**src/srs_pkg.sv**
```systemverilog
// constants, field layouts and state types for the setpoint ramp sequencer
// assumes a 40 MHz core clock and temperatures in signed tenths of a degree
package srs_pkg;

  // register byte offsets
  localparam logic [7:0] REG_CMD = 8'h00;
  localparam logic [7:0] REG_TARGET = 8'h04;
  localparam logic [7:0] REG_RAMP = 8'h08;
  localparam logic [7:0] REG_SLOPE = 8'h0c;
  localparam logic [7:0] REG_TRIG = 8'h10;
  localparam logic [7:0] REG_END = 8'h14;
  localparam logic [7:0] REG_COOL = 8'h18;
  localparam logic [7:0] REG_COOLTH = 8'h1c;
  localparam logic [7:0] REG_OUTLIM = 8'h20;
  localparam logic [7:0] REG_STATUS = 8'h24;
  localparam logic [7:0] REG_WORKSP = 8'h28;
  localparam logic [7:0] REG_OUTPCT = 8'h2c;
  localparam logic [7:0] REG_GAIN0 = 8'h30;
  localparam logic [7:0] REG_GAIN5 = 8'h44;

  // command register bits (write only, self clearing)
  localparam int CMD_OPERATE = 0;
  localparam int CMD_STANDBY = 1;
  localparam int CMD_HOLD = 2;
  localparam int CMD_SLOPE = 3;
  localparam int CMD_AT_START = 4;
  localparam int CMD_AT_ABORT = 5;

  // field positions
  localparam int RATE_W = 14;
  localparam int UNIT_LSB = 16;
  localparam int ROUTE_LSB = 18;
  localparam int COOL_NUM_LSB = 2;
  localparam int COOL_LINK_BIT = 5;
  localparam int NUM_RELAYS = 8;

  // encodings
  localparam logic [1:0] UNIT_SEC = 2'h0;
  localparam logic [1:0] UNIT_MIN = 2'h1;
  localparam logic [1:0] COOL_OFF = 2'h0;
  localparam logic [1:0] COOL_ON = 2'h1;
  localparam logic [1:0] COOL_AUTO = 2'h2;
  localparam logic [1:0] ROUTE_ANA1 = 2'h2;
  localparam logic [1:0] ROUTE_ANA2 = 2'h3;

  // ranges in tenths
  localparam logic [13:0] RAMP_RATE_MAX = 14'h2710;
  localparam logic signed [7:0] SLOPE_MAX = 8'sh32;
  localparam logic [10:0] PCT_FULL = 11'h3e8;
  localparam logic signed [15:0] TEMP_TOP = 16'sh7fff;
  localparam logic signed [15:0] TEMP_BOT = -16'sh7fff;

  // reset values
  localparam logic signed [15:0] RST_TEMP = 16'sh0000;
  localparam logic [13:0] RST_RATE = 14'h0000;

  // timing: base tick of 100 us, one step of a tenth per divisor overflow
  localparam int CLK_NS = 25;
  localparam int TICK_NS = 100000;
  localparam int TICK_CYC = TICK_NS / CLK_NS;
  localparam int TICKS_SEC = 1000000000 / TICK_NS;
  localparam logic [25:0] DIV_SEC = 26'(TICKS_SEC);
  localparam logic [25:0] DIV_MIN = 26'(TICKS_SEC * 60);
  localparam logic [25:0] DIV_HOUR = 26'(TICKS_SEC * 3600);
  localparam logic [6:0] AT_SUB_TICKS = 7'h64;

  typedef enum logic [2:0] {stStandby, stRamp, stHold, stSlopeHold, stSlopeRun} srs_state_t;
  typedef enum logic [2:0] {atIdle, atRise, atFall, atRise2, atWrite} srs_at_t;

endpackage

```
**src/srs_ramp_if.sv**
```systemverilog
// signals between the sequencer and one rate-limited stepper
// assumes the stepper owns value and the sequencer owns everything else
`timescale 1ns/1ps
`default_nettype none
interface srs_ramp_if;
  logic tick;
  logic [13:0] rate;
  logic [25:0] divisor;
  logic signed [15:0] target;
  logic load;
  logic signed [15:0] loadVal;
  logic freeze;
  logic signed [15:0] value;
  modport ctrl (output tick, rate, divisor, target, load, loadVal, freeze, input value);
  modport step (input tick, rate, divisor, target, load, loadVal, freeze, output value);
endinterface
`default_nettype wire

```
**src/srs_gain_mem.sv**
```systemverilog
// two sets of three controller gains, one write port, registered read
// assumes at most one write per cycle
`timescale 1ns/1ps
`default_nettype none
module srs_gain_mem
  import srs_pkg::*;
(
  // clock
  input wire logic core_clk,
  // write port
  input wire logic wrEn,
  input wire logic [2:0] wrAddr,
  input wire logic [15:0] wrData,
  // read port
  input wire logic [2:0] rdAddr,
  output logic [15:0] rdData
);
  logic [15:0] mem [0:7];

  always_ff @(posedge core_clk) begin
    if (wrEn) begin
      mem[wrAddr] <= wrData;
    end
    rdData <= mem[rdAddr];
  end
endmodule
`default_nettype wire

```
**src/srs_ramp_step.sv**
```systemverilog
// rate-limited stepper: moves value one tenth toward target per divisor overflow
// assumes tick is a one-cycle pulse from the sequencer's divider
`timescale 1ns/1ps
`default_nettype none
module srs_ramp_step
  import srs_pkg::*;
(
  // clock and reset
  input wire logic core_clk,
  input wire logic rst_n,
  // control side
  srs_ramp_if.step rp
);
  logic [25:0] acc_r;
  wire [26:0] accSum = {1'b0, acc_r} + {13'h0000, rp.rate};
  wire stepDue = accSum >= {1'b0, rp.divisor};
  wire goUp = rp.value < rp.target;
  wire atTarget = rp.value == rp.target;

  always_ff @(posedge core_clk or negedge rst_n) begin
    if (!rst_n) begin
      acc_r <= 26'h0000000;
      rp.value <= RST_TEMP;
    end else if (rp.load) begin
      acc_r <= 26'h0000000;
      rp.value <= rp.loadVal;
    end else if (atTarget) begin
      acc_r <= 26'h0000000;
    end else if (rp.tick && !rp.freeze) begin
      if (rp.rate == RST_RATE) begin
        rp.value <= rp.target;
      end else if (stepDue) begin
        // single-tenth steps can never pass the target
        acc_r <= accSum[25:0] - rp.divisor;
        rp.value <= goUp ? rp.value + 16'sh0001 : rp.value - 16'sh0001;
      end else begin
        acc_r <= accSum[25:0];
      end
    end
  end
endmodule
`default_nettype wire

```
**src/srs_sequencer.sv**
```systemverilog
// setpoint ramp sequencer: cooling relay, output limiter, setpoint and slope ramps
// assumes single-cycle bus strobes and a process temperature synchronous to core_clk
//
// The plain strobed port and the address map are this design's own decisions.
`timescale 1ns/1ps
`default_nettype none
module srs_sequencer
  import srs_pkg::*;
(
  // clock and reset
  input wire logic core_clk,
  input wire logic rst_n,
  // register port
  input wire logic [7:0] busAddr,
  input wire logic [31:0] busWdata,
  input wire logic busWe,
  input wire logic busRe,
  output logic [31:0] busRdata,
  // process side
  input wire logic signed [15:0] pvTemp,
  input wire logic [10:0] controllerOutputPercent,
  // outputs
  output logic signed [15:0] workingSetpoint,
  output logic [NUM_RELAYS-1:0] coolRelayDrive,
  output logic [9:0] analogChannelOneLevel,
  output logic [9:0] analogChannelTwoLevel,
  output logic [9:0] directOutputLevel,
  output logic [15:0] gainP,
  output logic [15:0] gainI,
  output logic [15:0] gainD,
  output logic slopeRegulationMode,
  output logic autotuneBusy
);
  srs_state_t state_r, state_nxt;
  srs_at_t at_r;
  logic [11:0] tickCnt_r;
  logic tick_r;
  logic signed [15:0] targetSp_r, trigTemp_r, endTemp_r, coolTh_r;
  logic [13:0] rampRate_r, outRate_r;
  logic [1:0] rampUnit_r, outUnit_r, route_r, coolMode_r;
  logic [2:0] coolNum_r;
  logic coolLinked_r, coolOn_r, trigUp_r;
  logic signed [7:0] slope_r;
  logic [1:0] gIdx_r, gIdxPrev_r;
  logic [6:0] atSub_r;
  logic [15:0] atPer_r, atMin_r, atMax_r;
  logic [1:0] atWr_r;
  logic [15:0] gainRd;

  srs_ramp_if spBus ();
  srs_ramp_if outBus ();

  // decode
  wire wrCmd = busWe && busAddr == REG_CMD;
  wire cmdOperate = wrCmd && busWdata[CMD_OPERATE];
  wire cmdStandby = wrCmd && busWdata[CMD_STANDBY];
  wire cmdHold = wrCmd && busWdata[CMD_HOLD];
  wire cmdSlope = wrCmd && busWdata[CMD_SLOPE];
  wire cmdAtStart = wrCmd && busWdata[CMD_AT_START];
  wire cmdAtAbort = wrCmd && busWdata[CMD_AT_ABORT];
  wire wrGain = busWe && busAddr >= REG_GAIN0 && busAddr <= REG_GAIN5 && busAddr[1:0] == 2'h0;
  wire [7:0] gainOff = busAddr - REG_GAIN0;
  // words 3..5 are the slope set, which lives at entries 4..6
  wire [2:0] gainWord = gainOff[4:2];
  wire [2:0] gainIdx = gainWord < 3'h3 ? gainWord : gainWord + 3'h1;
  wire [13:0] wRate = busWdata[13:0] > RAMP_RATE_MAX ? RAMP_RATE_MAX : busWdata[13:0];
  wire signed [7:0] wSlopeIn = busWdata[7:0];
  wire signed [7:0] wSlope = wSlopeIn > SLOPE_MAX ? SLOPE_MAX :
    (wSlopeIn < -SLOPE_MAX ? -SLOPE_MAX : wSlopeIn);

  // mode helpers
  wire slopeActive = state_r == stSlopeHold || state_r == stSlopeRun;
  wire running = state_r == stRamp || state_r == stSlopeRun;
  wire [10:0] pidClamped = controllerOutputPercent > PCT_FULL ? PCT_FULL : controllerOutputPercent;
  wire [10:0] atForced = (at_r == atRise || at_r == atRise2) ? PCT_FULL : 11'h000;
  wire [10:0] ctrlPct = at_r == atIdle ? pidClamped : atForced;
  wire limitOn = route_r == ROUTE_ANA1 || route_r == ROUTE_ANA2;
  wire [7:0] slopeMag = slope_r[7] ? 8'(-slope_r) : 8'(slope_r);
  wire trigHit = trigUp_r ? pvTemp >= trigTemp_r : pvTemp <= trigTemp_r;
  wire signed [15:0] atSpan = signed'(atMax_r) - signed'(atMin_r);

  function automatic logic [25:0] unitDiv(input logic [1:0] u);
    unitDiv = u == UNIT_SEC ? DIV_SEC : (u == UNIT_MIN ? DIV_MIN : DIV_HOUR);
  endfunction

  // setpoint stepper
  assign spBus.tick = tick_r;
  assign spBus.rate = state_r == stSlopeRun ? {6'h00, slopeMag} : rampRate_r;
  assign spBus.divisor = state_r == stSlopeRun ? DIV_SEC : unitDiv(rampUnit_r);
  assign spBus.target = state_r == stSlopeRun ? (slope_r[7] ? TEMP_BOT : TEMP_TOP) : targetSp_r;
  assign spBus.load = (state_r == stStandby && cmdOperate) || (state_r == stSlopeRun && cmdHold);
  assign spBus.loadVal = pvTemp;
  assign spBus.freeze = !running || (state_r == stSlopeRun && slope_r == 8'sh00);
  assign workingSetpoint = spBus.value;

  // output limiter stepper, bypassed when not routed to an analog channel
  assign outBus.tick = tick_r;
  assign outBus.rate = outRate_r;
  assign outBus.divisor = unitDiv(outUnit_r);
  assign outBus.target = signed'({5'h00, ctrlPct});
  assign outBus.load = !limitOn;
  assign outBus.loadVal = signed'({5'h00, ctrlPct});
  assign outBus.freeze = 1'b0;

  srs_ramp_step spStep (.core_clk(core_clk), .rst_n(rst_n), .rp(spBus.step));
  srs_ramp_step outStep (.core_clk(core_clk), .rst_n(rst_n), .rp(outBus.step));

  // gain memory: autotune owns the write port while it stores results
  wire atWriting = at_r == atWrite;
  wire [15:0] atWord = atWr_r == 2'h0 ? 16'(atSpan <<< 1) : (atWr_r == 2'h1 ? atPer_r >> 1 : atPer_r >> 3);
  srs_gain_mem gains (
    .core_clk(core_clk),
    .wrEn(atWriting || wrGain),
    .wrAddr(atWriting ? {1'b0, atWr_r} : gainIdx),
    .wrData(atWriting ? atWord : busWdata[15:0]),
    .rdAddr({slopeActive, gIdx_r}),
    .rdData(gainRd)
  );

  // sequencing
  always_comb begin
    state_nxt = state_r;
    case (state_r)
      stStandby: if (cmdOperate) state_nxt = stRamp;
      stRamp: if (cmdHold) state_nxt = stHold;
      stHold: if (cmdHold) state_nxt = stRamp;
      stSlopeHold: if (cmdHold) state_nxt = stSlopeRun;
      stSlopeRun: begin
        if (trigHit) state_nxt = stRamp;
        else if (cmdHold) state_nxt = stSlopeHold;
      end
      default: state_nxt = stStandby;
    endcase
    if (cmdSlope && state_r != stStandby) state_nxt = stSlopeHold;
    if (cmdStandby) state_nxt = stStandby;
  end

  always_ff @(posedge core_clk or negedge rst_n) begin
    if (!rst_n) begin
      tickCnt_r <= 12'h000;
      tick_r <= 1'b0;
      state_r <= stStandby;
    end else begin
      tick_r <= tickCnt_r == 12'(TICK_CYC - 1);
      tickCnt_r <= tickCnt_r == 12'(TICK_CYC - 1) ? 12'h000 : tickCnt_r + 12'h001;
      state_r <= state_nxt;
    end
  end

  // configuration registers
  always_ff @(posedge core_clk or negedge rst_n) begin
    if (!rst_n) begin
      targetSp_r <= RST_TEMP;
      trigTemp_r <= RST_TEMP;
      endTemp_r <= RST_TEMP;
      coolTh_r <= RST_TEMP;
      rampRate_r <= RST_RATE;
      outRate_r <= RST_RATE;
      rampUnit_r <= UNIT_SEC;
      outUnit_r <= UNIT_SEC;
      route_r <= 2'h0;
      coolMode_r <= COOL_OFF;
      coolNum_r <= 3'h0;
      coolLinked_r <= 1'b0;
      slope_r <= 8'sh00;
      trigUp_r <= 1'b0;
    end else begin
      if (state_r == stSlopeRun && trigHit) targetSp_r <= endTemp_r;
      else if (busWe && busAddr == REG_TARGET) targetSp_r <= busWdata[15:0];
      if (busWe && busAddr == REG_RAMP) begin
        rampRate_r <= wRate;
        rampUnit_r <= busWdata[UNIT_LSB+:2];
      end
      if (busWe && busAddr == REG_SLOPE) slope_r <= wSlope;
      if (busWe && busAddr == REG_TRIG) trigTemp_r <= busWdata[15:0];
      if (busWe && busAddr == REG_END) endTemp_r <= busWdata[15:0];
      if (busWe && busAddr == REG_COOL) begin
        coolMode_r <= busWdata[1:0];
        coolNum_r <= busWdata[COOL_NUM_LSB+:3];
        coolLinked_r <= busWdata[COOL_LINK_BIT];
      end
      if (busWe && busAddr == REG_COOLTH) coolTh_r <= busWdata[15:0];
      if (busWe && busAddr == REG_OUTLIM) begin
        outRate_r <= busWdata[13:0] > 14'(PCT_FULL) ? 14'(PCT_FULL) : busWdata[13:0];
        outUnit_r <= busWdata[UNIT_LSB+:2];
        route_r <= busWdata[ROUTE_LSB+:2];
      end
      // crossing direction fixed when the slope run starts
      if (state_r == stSlopeHold && cmdHold) trigUp_r <= pvTemp < trigTemp_r;
    end
  end

  // cooling relay and output routing
  always_ff @(posedge core_clk or negedge rst_n) begin
    if (!rst_n) begin
      coolOn_r <= 1'b0;
      analogChannelOneLevel <= 10'h000;
      analogChannelTwoLevel <= 10'h000;
      directOutputLevel <= 10'h000;
    end else begin
      case (coolMode_r)
        COOL_ON: coolOn_r <= 1'b1;
        COOL_AUTO: coolOn_r <= spBus.value >= coolTh_r;
        default: coolOn_r <= 1'b0;
      endcase
      analogChannelOneLevel <= route_r == ROUTE_ANA1 ? outBus.value[9:0] : 10'h000;
      analogChannelTwoLevel <= route_r == ROUTE_ANA2 ? outBus.value[9:0] : 10'h000;
      directOutputLevel <= limitOn ? 10'h000 : ctrlPct[9:0];
    end
  end

  genvar r;
  generate
    for (r = 0; r < NUM_RELAYS; r++) begin : relayBit
      always_ff @(posedge core_clk or negedge rst_n) begin
        if (!rst_n) coolRelayDrive[r] <= 1'b0;
        else coolRelayDrive[r] <= coolLinked_r && coolNum_r == 3'(r) && coolOn_r;
      end
    end
  endgenerate

  // active gain set fetch, one word per cycle
  always_ff @(posedge core_clk or negedge rst_n) begin
    if (!rst_n) begin
      gIdx_r <= 2'h0;
      gIdxPrev_r <= 2'h0;
      gainP <= 16'h0000;
      gainI <= 16'h0000;
      gainD <= 16'h0000;
      slopeRegulationMode <= 1'b0;
    end else begin
      gIdx_r <= gIdx_r == 2'h2 ? 2'h0 : gIdx_r + 2'h1;
      gIdxPrev_r <= gIdx_r;
      if (gIdxPrev_r == 2'h0) gainP <= gainRd;
      if (gIdxPrev_r == 2'h1) gainI <= gainRd;
      if (gIdxPrev_r == 2'h2) gainD <= gainRd;
      slopeRegulationMode <= slopeActive;
    end
  end

  // relay autotune: one full oscillation around the setpoint, then store gains
  always_ff @(posedge core_clk or negedge rst_n) begin
    if (!rst_n) begin
      at_r <= atIdle;
      atSub_r <= 7'h00;
      atPer_r <= 16'h0000;
      atMin_r <= 16'h0000;
      atMax_r <= 16'h0000;
      atWr_r <= 2'h0;
      autotuneBusy <= 1'b0;
    end else begin
      autotuneBusy <= at_r != atIdle;
      if (at_r != atIdle && tick_r) begin
        atSub_r <= atSub_r == AT_SUB_TICKS - 7'h01 ? 7'h00 : atSub_r + 7'h01;
        if (atSub_r == AT_SUB_TICKS - 7'h01 && atPer_r != 16'hffff) atPer_r <= atPer_r + 16'h0001;
      end
      if (at_r == atFall || at_r == atRise2) begin
        if (pvTemp > signed'(atMax_r)) atMax_r <= pvTemp;
        if (pvTemp < signed'(atMin_r)) atMin_r <= pvTemp;
      end
      case (at_r)
        atIdle: begin
          if (cmdAtStart && state_r == stRamp) begin
            at_r <= atRise;
            atWr_r <= 2'h0;
          end
        end
        atRise: begin
          if (pvTemp >= spBus.value) begin
            at_r <= atFall;
            atPer_r <= 16'h0000;
            atSub_r <= 7'h00;
            atMin_r <= pvTemp;
            atMax_r <= pvTemp;
          end
        end
        atFall: if (pvTemp < spBus.value) at_r <= atRise2;
        atRise2: if (pvTemp >= spBus.value) at_r <= atWrite;
        atWrite: begin
          atWr_r <= atWr_r + 2'h1;
          if (atWr_r == 2'h2) at_r <= atIdle;
        end
        default: at_r <= atIdle;
      endcase
      if (cmdAtAbort || state_r != stRamp) at_r <= atIdle;
    end
  end

  // read data, present only in the cycle after the strobe
  wire [31:0] rdMux =
    busAddr == REG_TARGET ? {{16{targetSp_r[15]}}, targetSp_r} :
    busAddr == REG_RAMP ? {14'h0000, rampUnit_r, 2'h0, rampRate_r} :
    busAddr == REG_SLOPE ? {{24{slope_r[7]}}, slope_r} :
    busAddr == REG_TRIG ? {{16{trigTemp_r[15]}}, trigTemp_r} :
    busAddr == REG_END ? {{16{endTemp_r[15]}}, endTemp_r} :
    busAddr == REG_COOL ? {26'h0000000, coolLinked_r, coolNum_r, coolMode_r} :
    busAddr == REG_COOLTH ? {{16{coolTh_r[15]}}, coolTh_r} :
    busAddr == REG_OUTLIM ? {12'h000, route_r, outUnit_r, 2'h0, outRate_r} :
    busAddr == REG_STATUS ? {20'h00000, coolLinked_r, coolNum_r, coolOn_r, autotuneBusy, slopeActive,
      1'b0, 1'b0, state_r} :
    busAddr == REG_WORKSP ? {{16{spBus.value[15]}}, spBus.value} :
    busAddr == REG_OUTPCT ? {16'h0000, outBus.value} :
    32'h00000000;

  always_ff @(posedge core_clk or negedge rst_n) begin
    if (!rst_n) busRdata <= 32'h00000000;
    else busRdata <= busRe ? rdMux : 32'h00000000;
  end
endmodule
`default_nettype wire

```
**config.mk**
```make
export PLATFORM = sky130hd
export DESIGN_NAME = srs_sequencer
export DESIGN_NICKNAME = d
export VERILOG_FILES = /design/src/srs_pkg.sv /design/src/srs_ramp_if.sv /design/src/srs_gain_mem.sv /design/src/srs_ramp_step.sv /design/src/srs_sequencer.sv
export SDC_FILE = /design/constraint.sdc
export NUM_CORES = 1
export LEC_CHECK = 0
export BUFFER_PORTS_ARGS = -buffer_cell sky130_fd_sc_hd__buf_4
export CAP_MARGIN = 30
export CORE_MARGIN = 1
export CORE_UTILIZATION = 55
export CTS_CLUSTER_DIAMETER = 120
export DETAILED_ROUTE_END_ITERATION = 16
export GPL_ROUTABILITY_DRIVEN = 0
export HOLD_SLACK_MARGIN = 0.1
export PLACE_DENSITY = 0.73
export SLEW_MARGIN = 20
export SYNTH_ARGS = -nofsm -noshare
export SYNTH_HDL_FRONTEND = slang
export SYNTH_SLANG_ARGS = --single-unit
```
**constraint.sdc**
```tcl
create_clock -name core_clk -period 18.17 [get_ports core_clk]
set_clock_uncertainty 0.2 [all_clocks]
set_input_delay 2.7255 -clock core_clk [delete_from_list [all_inputs] [get_ports core_clk]]
set_output_delay 2.7255 -clock core_clk [all_outputs]
set_load 0.02 [all_outputs]
```
After elaboration in Yosys (flattened, before gate mapping)
Memories as Yosys holds them, arrays and structs flattened. A register that Yosys moved wholly into a read port is not among the register bits.
Index checks and enable logic that the tools add are counted.
{ "classes": {"n_addsub": 17, "order_cmp": 20, "n_eq_ne": 61, "mux": 100, "reduce_logical": 81} }
{ "ops": {"columns": ["cell", "n"], "rows": [
  ["two-way mux 16 bit", 31],
  ["two-way mux 26 bit", 15],
  ["two-way mux 32 bit", 11],
  ["less-than comparator 16 bit", 4],
  ["adder 26 x 14 -> 27 bit", 2],
  [">= comparator 27 x 26 -> 1 bit", 2],
  ["subtractor 26 bit", 2],
  [">= comparator 16 bit", 3],
  ["two-way mux 3 bit", 16],
  ["logical AND 1 bit", 44],
  ["two-way mux 14 bit", 3],
  ["two-way mux 10 bit", 4],
  ["adder 16 x 2 -> 16 bit, second input constant", 2],
  ["== test 8 x 5 -> 1 bit, second input constant", 4],
  ["== test 8 x 6 -> 1 bit, second input constant", 4],
  ["subtractor 16 x 2 -> 16 bit, second input constant", 2],
  ["one-hot mux 3 bit (5 select lines)", 2],
  ["zero test 14 bit", 2],
  ["two-way mux 7 bit", 4],
  ["two-way mux 8 bit", 3],
  ["two-way mux 11 bit", 2],
  ["inequality test 3 x 1 -> 1 bit, second input constant", 7],
  ["== test 3 x 2 -> 1 bit, second input constant", 6],
  ["== test 3 bit, second input constant", 6],
  ["other kinds (51)", 98]
]} }
{ "totals": {"regBits": 398, "mem_bits_rw": 128, "in_bits": 71, "output_inout_bits": 136, "word_cells": 327, "memories": 1} }
{ "mem_list": {"columns": ["name", "words", "width", "read_ports", "rd_ports_with_merged_regs", "write_ports", "line_no", "rtl"], "rows": [
  ["gains.mem", 8, 16, 1, 1, 1, "srs_gain_mem.sv:18", "logic [15:0] mem [0:7];"]
]} }

Depth between registers and ports, before layout
{ "depth": {"word_depth": 13, "depth_mapped": 33, "mapped_depth_nobuf": 28} }

Modules after synthesis
A second synthesis with hierarchy kept.
{ "unflattened": {"cells_unflattened": 3376, "area_unflattened_um2": 33567.2} }
{ "modules_own_cells": {"columns": ["mod", "instances", "cells_per_inst", "area_per_inst_um2", "seq_area_each_um2"], "rows": [
  ["srs_sequencer", 1, 1753, 17191.5, 7582.3],
  ["srs_ramp_step at spStep", 1, 708, 5591.6, 1051.0],
  ["srs_ramp_step at outStep", 1, 701, 5490.3, 1051.0],
  ["srs_gain_mem", 1, 214, 5293.8, 4164.0]
]} }

Worst setup path after synthesis
Ideal clock, no wire load.
{ "synth_path": {"path_type": "in2reg", "start": "input port controllerOutputPercent[0]", "end": "register outStep.rp.value[12]", "setup_time_ps": 133, "t_arrival_ps": 6794, "required_ps": 17837, "slack_ps": 11044, "cell_stages": 22, "n_path_buf": 1, "cell_sequence": "or3_1 -> a21oi_1 -> nor3_1 -> nor3_1 -> nand2_1 -> ha_1 -> nor2b_1 -> o21a_1 -> o21ai_0 -> a21oi_1 -> o21bai_1 -> a21o_1 -> clkbuf_1 -> xnor2_1 -> ha_1 -> or4_1 -> nor2_1 -> o2bb2ai_1 -> mux2_2 -> and2_1 -> o21ai_0 -> o31ai_1"} }
{ "synth_between": {"elab_chain_len": 10, "word_cells_on_any_way": 13, "cone_classes": "order compare: 2; eq/ne: 2; mux: 8; reduce/logical: 1"} }
{ "synth_rtl": {"columns": ["item", "line_no", "rtl"], "rows": [
  ["start, declared", "srs_sequencer.sv:21", "input wire logic [10:0] controllerOutputPercent,"],
  ["> comparator 11 x 10 -> 1 bit", "srs_sequencer.sv:74", "wire [10:0] pidClamped = controllerOutputPercent > PCT_FULL ? PCT_FULL : controllerOutputPercent;"],
  ["two-way mux 11 bit *", "srs_sequencer.sv:74", null],
  ["two-way mux 11 bit *", "srs_sequencer.sv:76", "wire [10:0] ctrlPct = at_r == atIdle ? pidClamped : atForced;"],
  ["less-than comparator 16 x 12 -> 1 bit", "srs_ramp_step.sv:17", "wire goUp = rp.value < rp.target;"],
  ["two-way mux 16 bit", "srs_ramp_step.sv:35", "rp.value <= goUp ? rp.value + 16'sh0001 : rp.value - 16'sh0001;"],
  ["two-way mux 16 bit", "srs_ramp_step.sv:32", "end else if (stepDue) begin"],
  ["two-way mux 16 bit", "srs_ramp_step.sv:30", "if (rp.rate == RST_RATE) begin"],
  ["two-way mux 16 bit", "srs_ramp_step.sv:29", "end else if (rp.tick && !rp.freeze) begin"],
  ["two-way mux 16 bit", "srs_ramp_step.sv:27", "end else if (atTarget) begin"],
  ["two-way mux 16 bit", "srs_ramp_step.sv:24", "end else if (rp.load) begin"],
  ["end signal, assigned", "srs_ramp_step.sv:26", "rp.value <= rp.loadVal;"],
  ["end signal, assigned", "srs_ramp_step.sv:31", "rp.value <= rp.target;"],
  ["end signal, assigned", "srs_ramp_step.sv:35", null],
  ["end, declared", "srs_ramp_if.sv:15", "modport step (input tick, rate, divisor, target, load, loadVal, freeze, output value);"]
]} }
Every way passes the cells marked *; elsewhere a longest branch is shown, timed or not. The select of a mux whose other input is x is not followed.
A chain may end at the register's enable or synchronous reset.

Worst setup path after layout
{ "layout_path": {"start": "register state_r[1]", "end": "register spStep.rp.value[0]"} }
{ "layout_between": {"elab_chain_len": 9, "word_cells_on_any_way": 30, "cone_classes": "add/sub: 1; order compare: 2; eq/ne: 4; mux: 9; reduce/logical: 14"} }
{ "layout_rtl": {"columns": ["item", "line_no", "rtl"], "rows": [
  ["start, declared", "srs_sequencer.sv:34", "srs_state_t state_r, state_nxt;"],
  ["start signal, assigned", "srs_sequencer.sv:142", "state_r <= stStandby;"],
  ["start signal, assigned", "srs_sequencer.sv:146", "state_r <= state_nxt;"],
  ["branches (longest 9 deep; another with adder 26 x 14 -> 27 bit)", null, null],
  ["end signal, assigned", "srs_ramp_step.sv:26", null],
  ["end signal, assigned", "srs_ramp_step.sv:31", null],
  ["end signal, assigned", "srs_ramp_step.sv:35", null],
  ["end, declared", "srs_ramp_if.sv:15", null]
]} }
Several ways; the timed one is not identified. The select of a mux whose other input is x is not followed.

==> flow_summary.ini <==
[floorplan]
ios = 207
die_w_um = 242
die_area_um2 = 58700
core_um2 = 56700
die_y_um = 242
num_rows = 87
start_util_pct = 56.0

[timing]
hold_ws_ns = 0.287
period_share_pct = 40.6
finalSetupTns_ns = 0
finalWorstSetupSlack_ns = 10.80
period_needed_ns = 7.37
worst_pin_slew_ns = 0.974
slew_headroom_pct = 34.5
fmaxAchievable_mhz = 136
setup_violations = 0
slew_violations = 0
rsz0062_at_grt = no
finalHoldViolCount = 0

[clock_tree]
ctsResizeCount = 0
ctsHoldBuffers = 0
cts_root_buffer = clkbuf_16
cts.reportedPaths.clkPinSlew_ns = 0.07
numClockSinks = 531
htree_num_levels = 2
clockBufferDepth = 3
cts_buffers = 57
cts_tree = yes
cts_post_setup_buffers_inserted = 0
clk_latency_ns = 0.68

[power_and_ir_drop]
ir_drop_uv = 73.5
leakage_nw = 15.7
powerDensity_nw_per_um2 = 104

[finish]
fin_nets = 3601
final-seq-area_um2 = 13800
fill_cells = 4530
multiInputGateArea_um2 = 16700
area_delta_synth_final_pct = 13.4
postLayoutCellArea_um2 = 36000
drive_above_1_share_pct = 17.3

[worst_setup_path]
critPathKind = register to register
critPathMaxFanout = 47
slowest_stage = o21ai_0
cp-end-kind = register
critPathMaxStageDelay_ns = 0.55
path_buf_inv = 2
crit_family = compound AO/OA/AOI/OAI gates
worstPathRequired_ns = 18.52
worstSetupStartpointType = register
arrival_ns = 7.73

[synthesis]
synth_nets = 3465
ys_warn_count = 0
synth_area_um2 = 31700
yosysSeqAreaShare_pct = 43.6
synth_edf_count = 128
yosysUniqueCellTypes = 89
synth_ff_type = dfrtp_1
syn-instance-count = 3185
synthArstFlopShare_pct = 72.9
synth-seq-cells = 531
synth_area_per_cell_um2 = 9.97

[routing]
wirelength_um = 92700
dr_total_vias = 26347
dr.pass1.iters = 6
drc = 0
viasPerCell = 6.39
detail_route.wl_per_cell_um = 22.5
first_iter_violations = 2803
ant_nets = 0

[grt]
grt_pass1_vias = 25615
gr-total-overflow = 0
grt_max_degree = 109
grt_pass1_wl_um = 144000
antenna_found_initial = 2
grt_use_total_pct = 31.2

[flow_run]
cap_violations = 0

[worst_hold_path]
min_path_type = register to register

[placement]
dp_slack_ns = 10.24
io_buffers = 194
dp_hpwl_um = 66700
place_area_um2 = 33800

[outcome]
run_status = complete, no violations
[routing by layer]
metal	vias to the layer above	routed length [µm]	part of all wire, %	global-route usage, %
met1	12883	37800	41	42.0
li1	11925	-	-	-
met5	-	32	0.035	0
met2	1275	42900	46	49.8
met3	260	8150	8.8	5.96
met4	4	3760	4.1	12.5
[area by class of cell]
type	count	area share (%)
antenna	1	0.00695
clock buffer	78	4.57
clock inverter	28	1.19
inverter	129	1.35
multi-input combinational	2356	46.4
sequential	531	38.5
tap	756	2.63
timing repair buffer	246	5.36
[synthesized netlist by cell type (all sizes together) (9+ instances only)]
cell type | instances | area, µm²
nor2 | 266 | 998
dfxtp | 16 | 320
xor2 | 56 | 490
o21bai | 13 | 97.6
nor2b | 43 | 269
mux4 | 32 | 721
ha | 205 | 2560
nor4 | 23 | 144
clkbuf | 129 | 484
a22o | 14 | 123
a22oi | 22 | 165
nand3b | 9 | 67.6
nor3 | 56 | 280
buf | 40 | 223
or3 | 36 | 225
edfxtp | 128 | 3840
dfrtp | 387 | 9680
nand3 | 78 | 390
and2 | 42 | 263
and3 | 41 | 262
o21a | 31 | 233
nand4 | 48 | 300
a221oi | 23 | 208
mux2i | 36 | 373
inv | 129 | 484
o21ai | 195 | 976
nand2 | 257 | 965
o221ai | 9 | 78.8
a21boi | 18 | 139
a31oi | 29 | 188
a21o | 44 | 330
o22a | 9 | 78.8
o22ai | 14 | 87.6
mux2 | 178 | 2000
a21oi | 222 | 1120
o31ai | 19 | 143
o211ai | 30 | 235
or4 | 9 | 67.6
xnor2 | 80 | 701
a211oi | 43 | 333
nand2b | 35 | 219
[state kept, by name, indices dropped and copies added (netlist names), 14 cells and up]
name	flops
gainP	16
endTemp_r	16
trigTemp_r	16
spStep.acc_r	26
outStep.acc_r	26
gains.rdData	16
coolTh_r	16
gainI	16
gainD	16
outStep.rp.value	16
targetSp_r	16
gains.mem	128
atMax_r	16
spStep.rp.value	16
rampRate_r	14
busRdata	21
atMin_r	16
outBus.rate	14
atPer_r	16
[layout by cell type (no fill, tap or decap), types with 44 or more instances in the layout]
master / n
a21oi_1: 220
buf_4: 232
ha_1: 205
inv_1: 129
o21ai_0: 191
nand2_1: 257
nand4_1: 48
xnor2_1: 80
mux2_2: 178
nand3_1: 78
a21o_1: 44
nor3_1: 54
edfxtp_1: 128
xor2_1: 56
clkbuf_16: 57
dfrtp_1: 386
nor2_1: 266
[cells by family (layout without fill, tap and decap cells)]
group,Yosys count,in the layout,share of synthesized area (%)
AO/OA/AOI/OAI,784,784,15.8
XOR/XNOR,136,136,3.75
adder cells (fa/ha/maj),209,209,8.33
buffers and inverters,298,481,3.75
flip-flops,531,531,43.6
multiplexers,246,246,9.76
other,1,2,0.0118
AND/OR/NAND/NOR,980,980,15.0
[per-stage QoR]
step	util [%]	std cells	power, mW
2_1_floorplan	-	3185	2.15
3_3_place_gp	59.5	4003	2.43
3_5_place_dp	59.5	4005	2.47
4_1_cts	63.2	4111	3.74
5_1_grt	63.5	4124	3.93
6_report	63.5	4125	3.75
[worst reg2reg max path, stage by stage, from the launching register on]
cell and delay [ns]:
dfrtp_1 0.52, nor2_1 0.18, nand2_1 0.10, buf_4 0.29
o21ai_0 0.58, ha_1 0.37, a211oi_1 0.40, o21ai_0 0.36
and2_1 0.28, nor2_1 0.22, o21bai_1 0.10, a21oi_1 0.18
xnor2_1 0.12, ha_1 0.21, a21oi_1 0.33, nand2_1 0.10
a211oi_1 0.24, a311oi_1 0.07, nand2_1 0.17, a31oi_1 0.12
a21oi_1 0.38, o2111a_1 0.31, o211a_1 0.38, buf_4 0.50
or3_1 0.20, o21ai_0 0.09, a221o_1 0.33
[worst paths after layout]
check	from	end	slack (ns)	depth (start not counted)
hold reg to reg	tickCnt_r[0]	tickCnt_r[0]	0.29	1
setup / recovery	state_r[1]	spStep.rp.value[0]	10.80	26
max in group asynchronous	rst_n	atWr_r[1]	13.73	4
hold / removal	tickCnt_r[0]	tickCnt_r[0]	0.29	1
setup reg to reg	state_r[1]	spStep.rp.value[0]	10.80	26
min in group asynchronous	rst_n	spStep.acc_r[16]	1.89	1
[where the power goes]
| group | switching [mW] | internal [mW] | total, mW |
|---|---|---|---|
| Combinational | 0.603 | 0.430 | 1.03 |
| Clock | 0.515 | 0.751 | 1.27 |
| Sequential | 0.123 | 1.33 | 1.45 |
| Total | 1.24 | 2.51 | 3.75 |
Power figures use the tool's default switching activity.
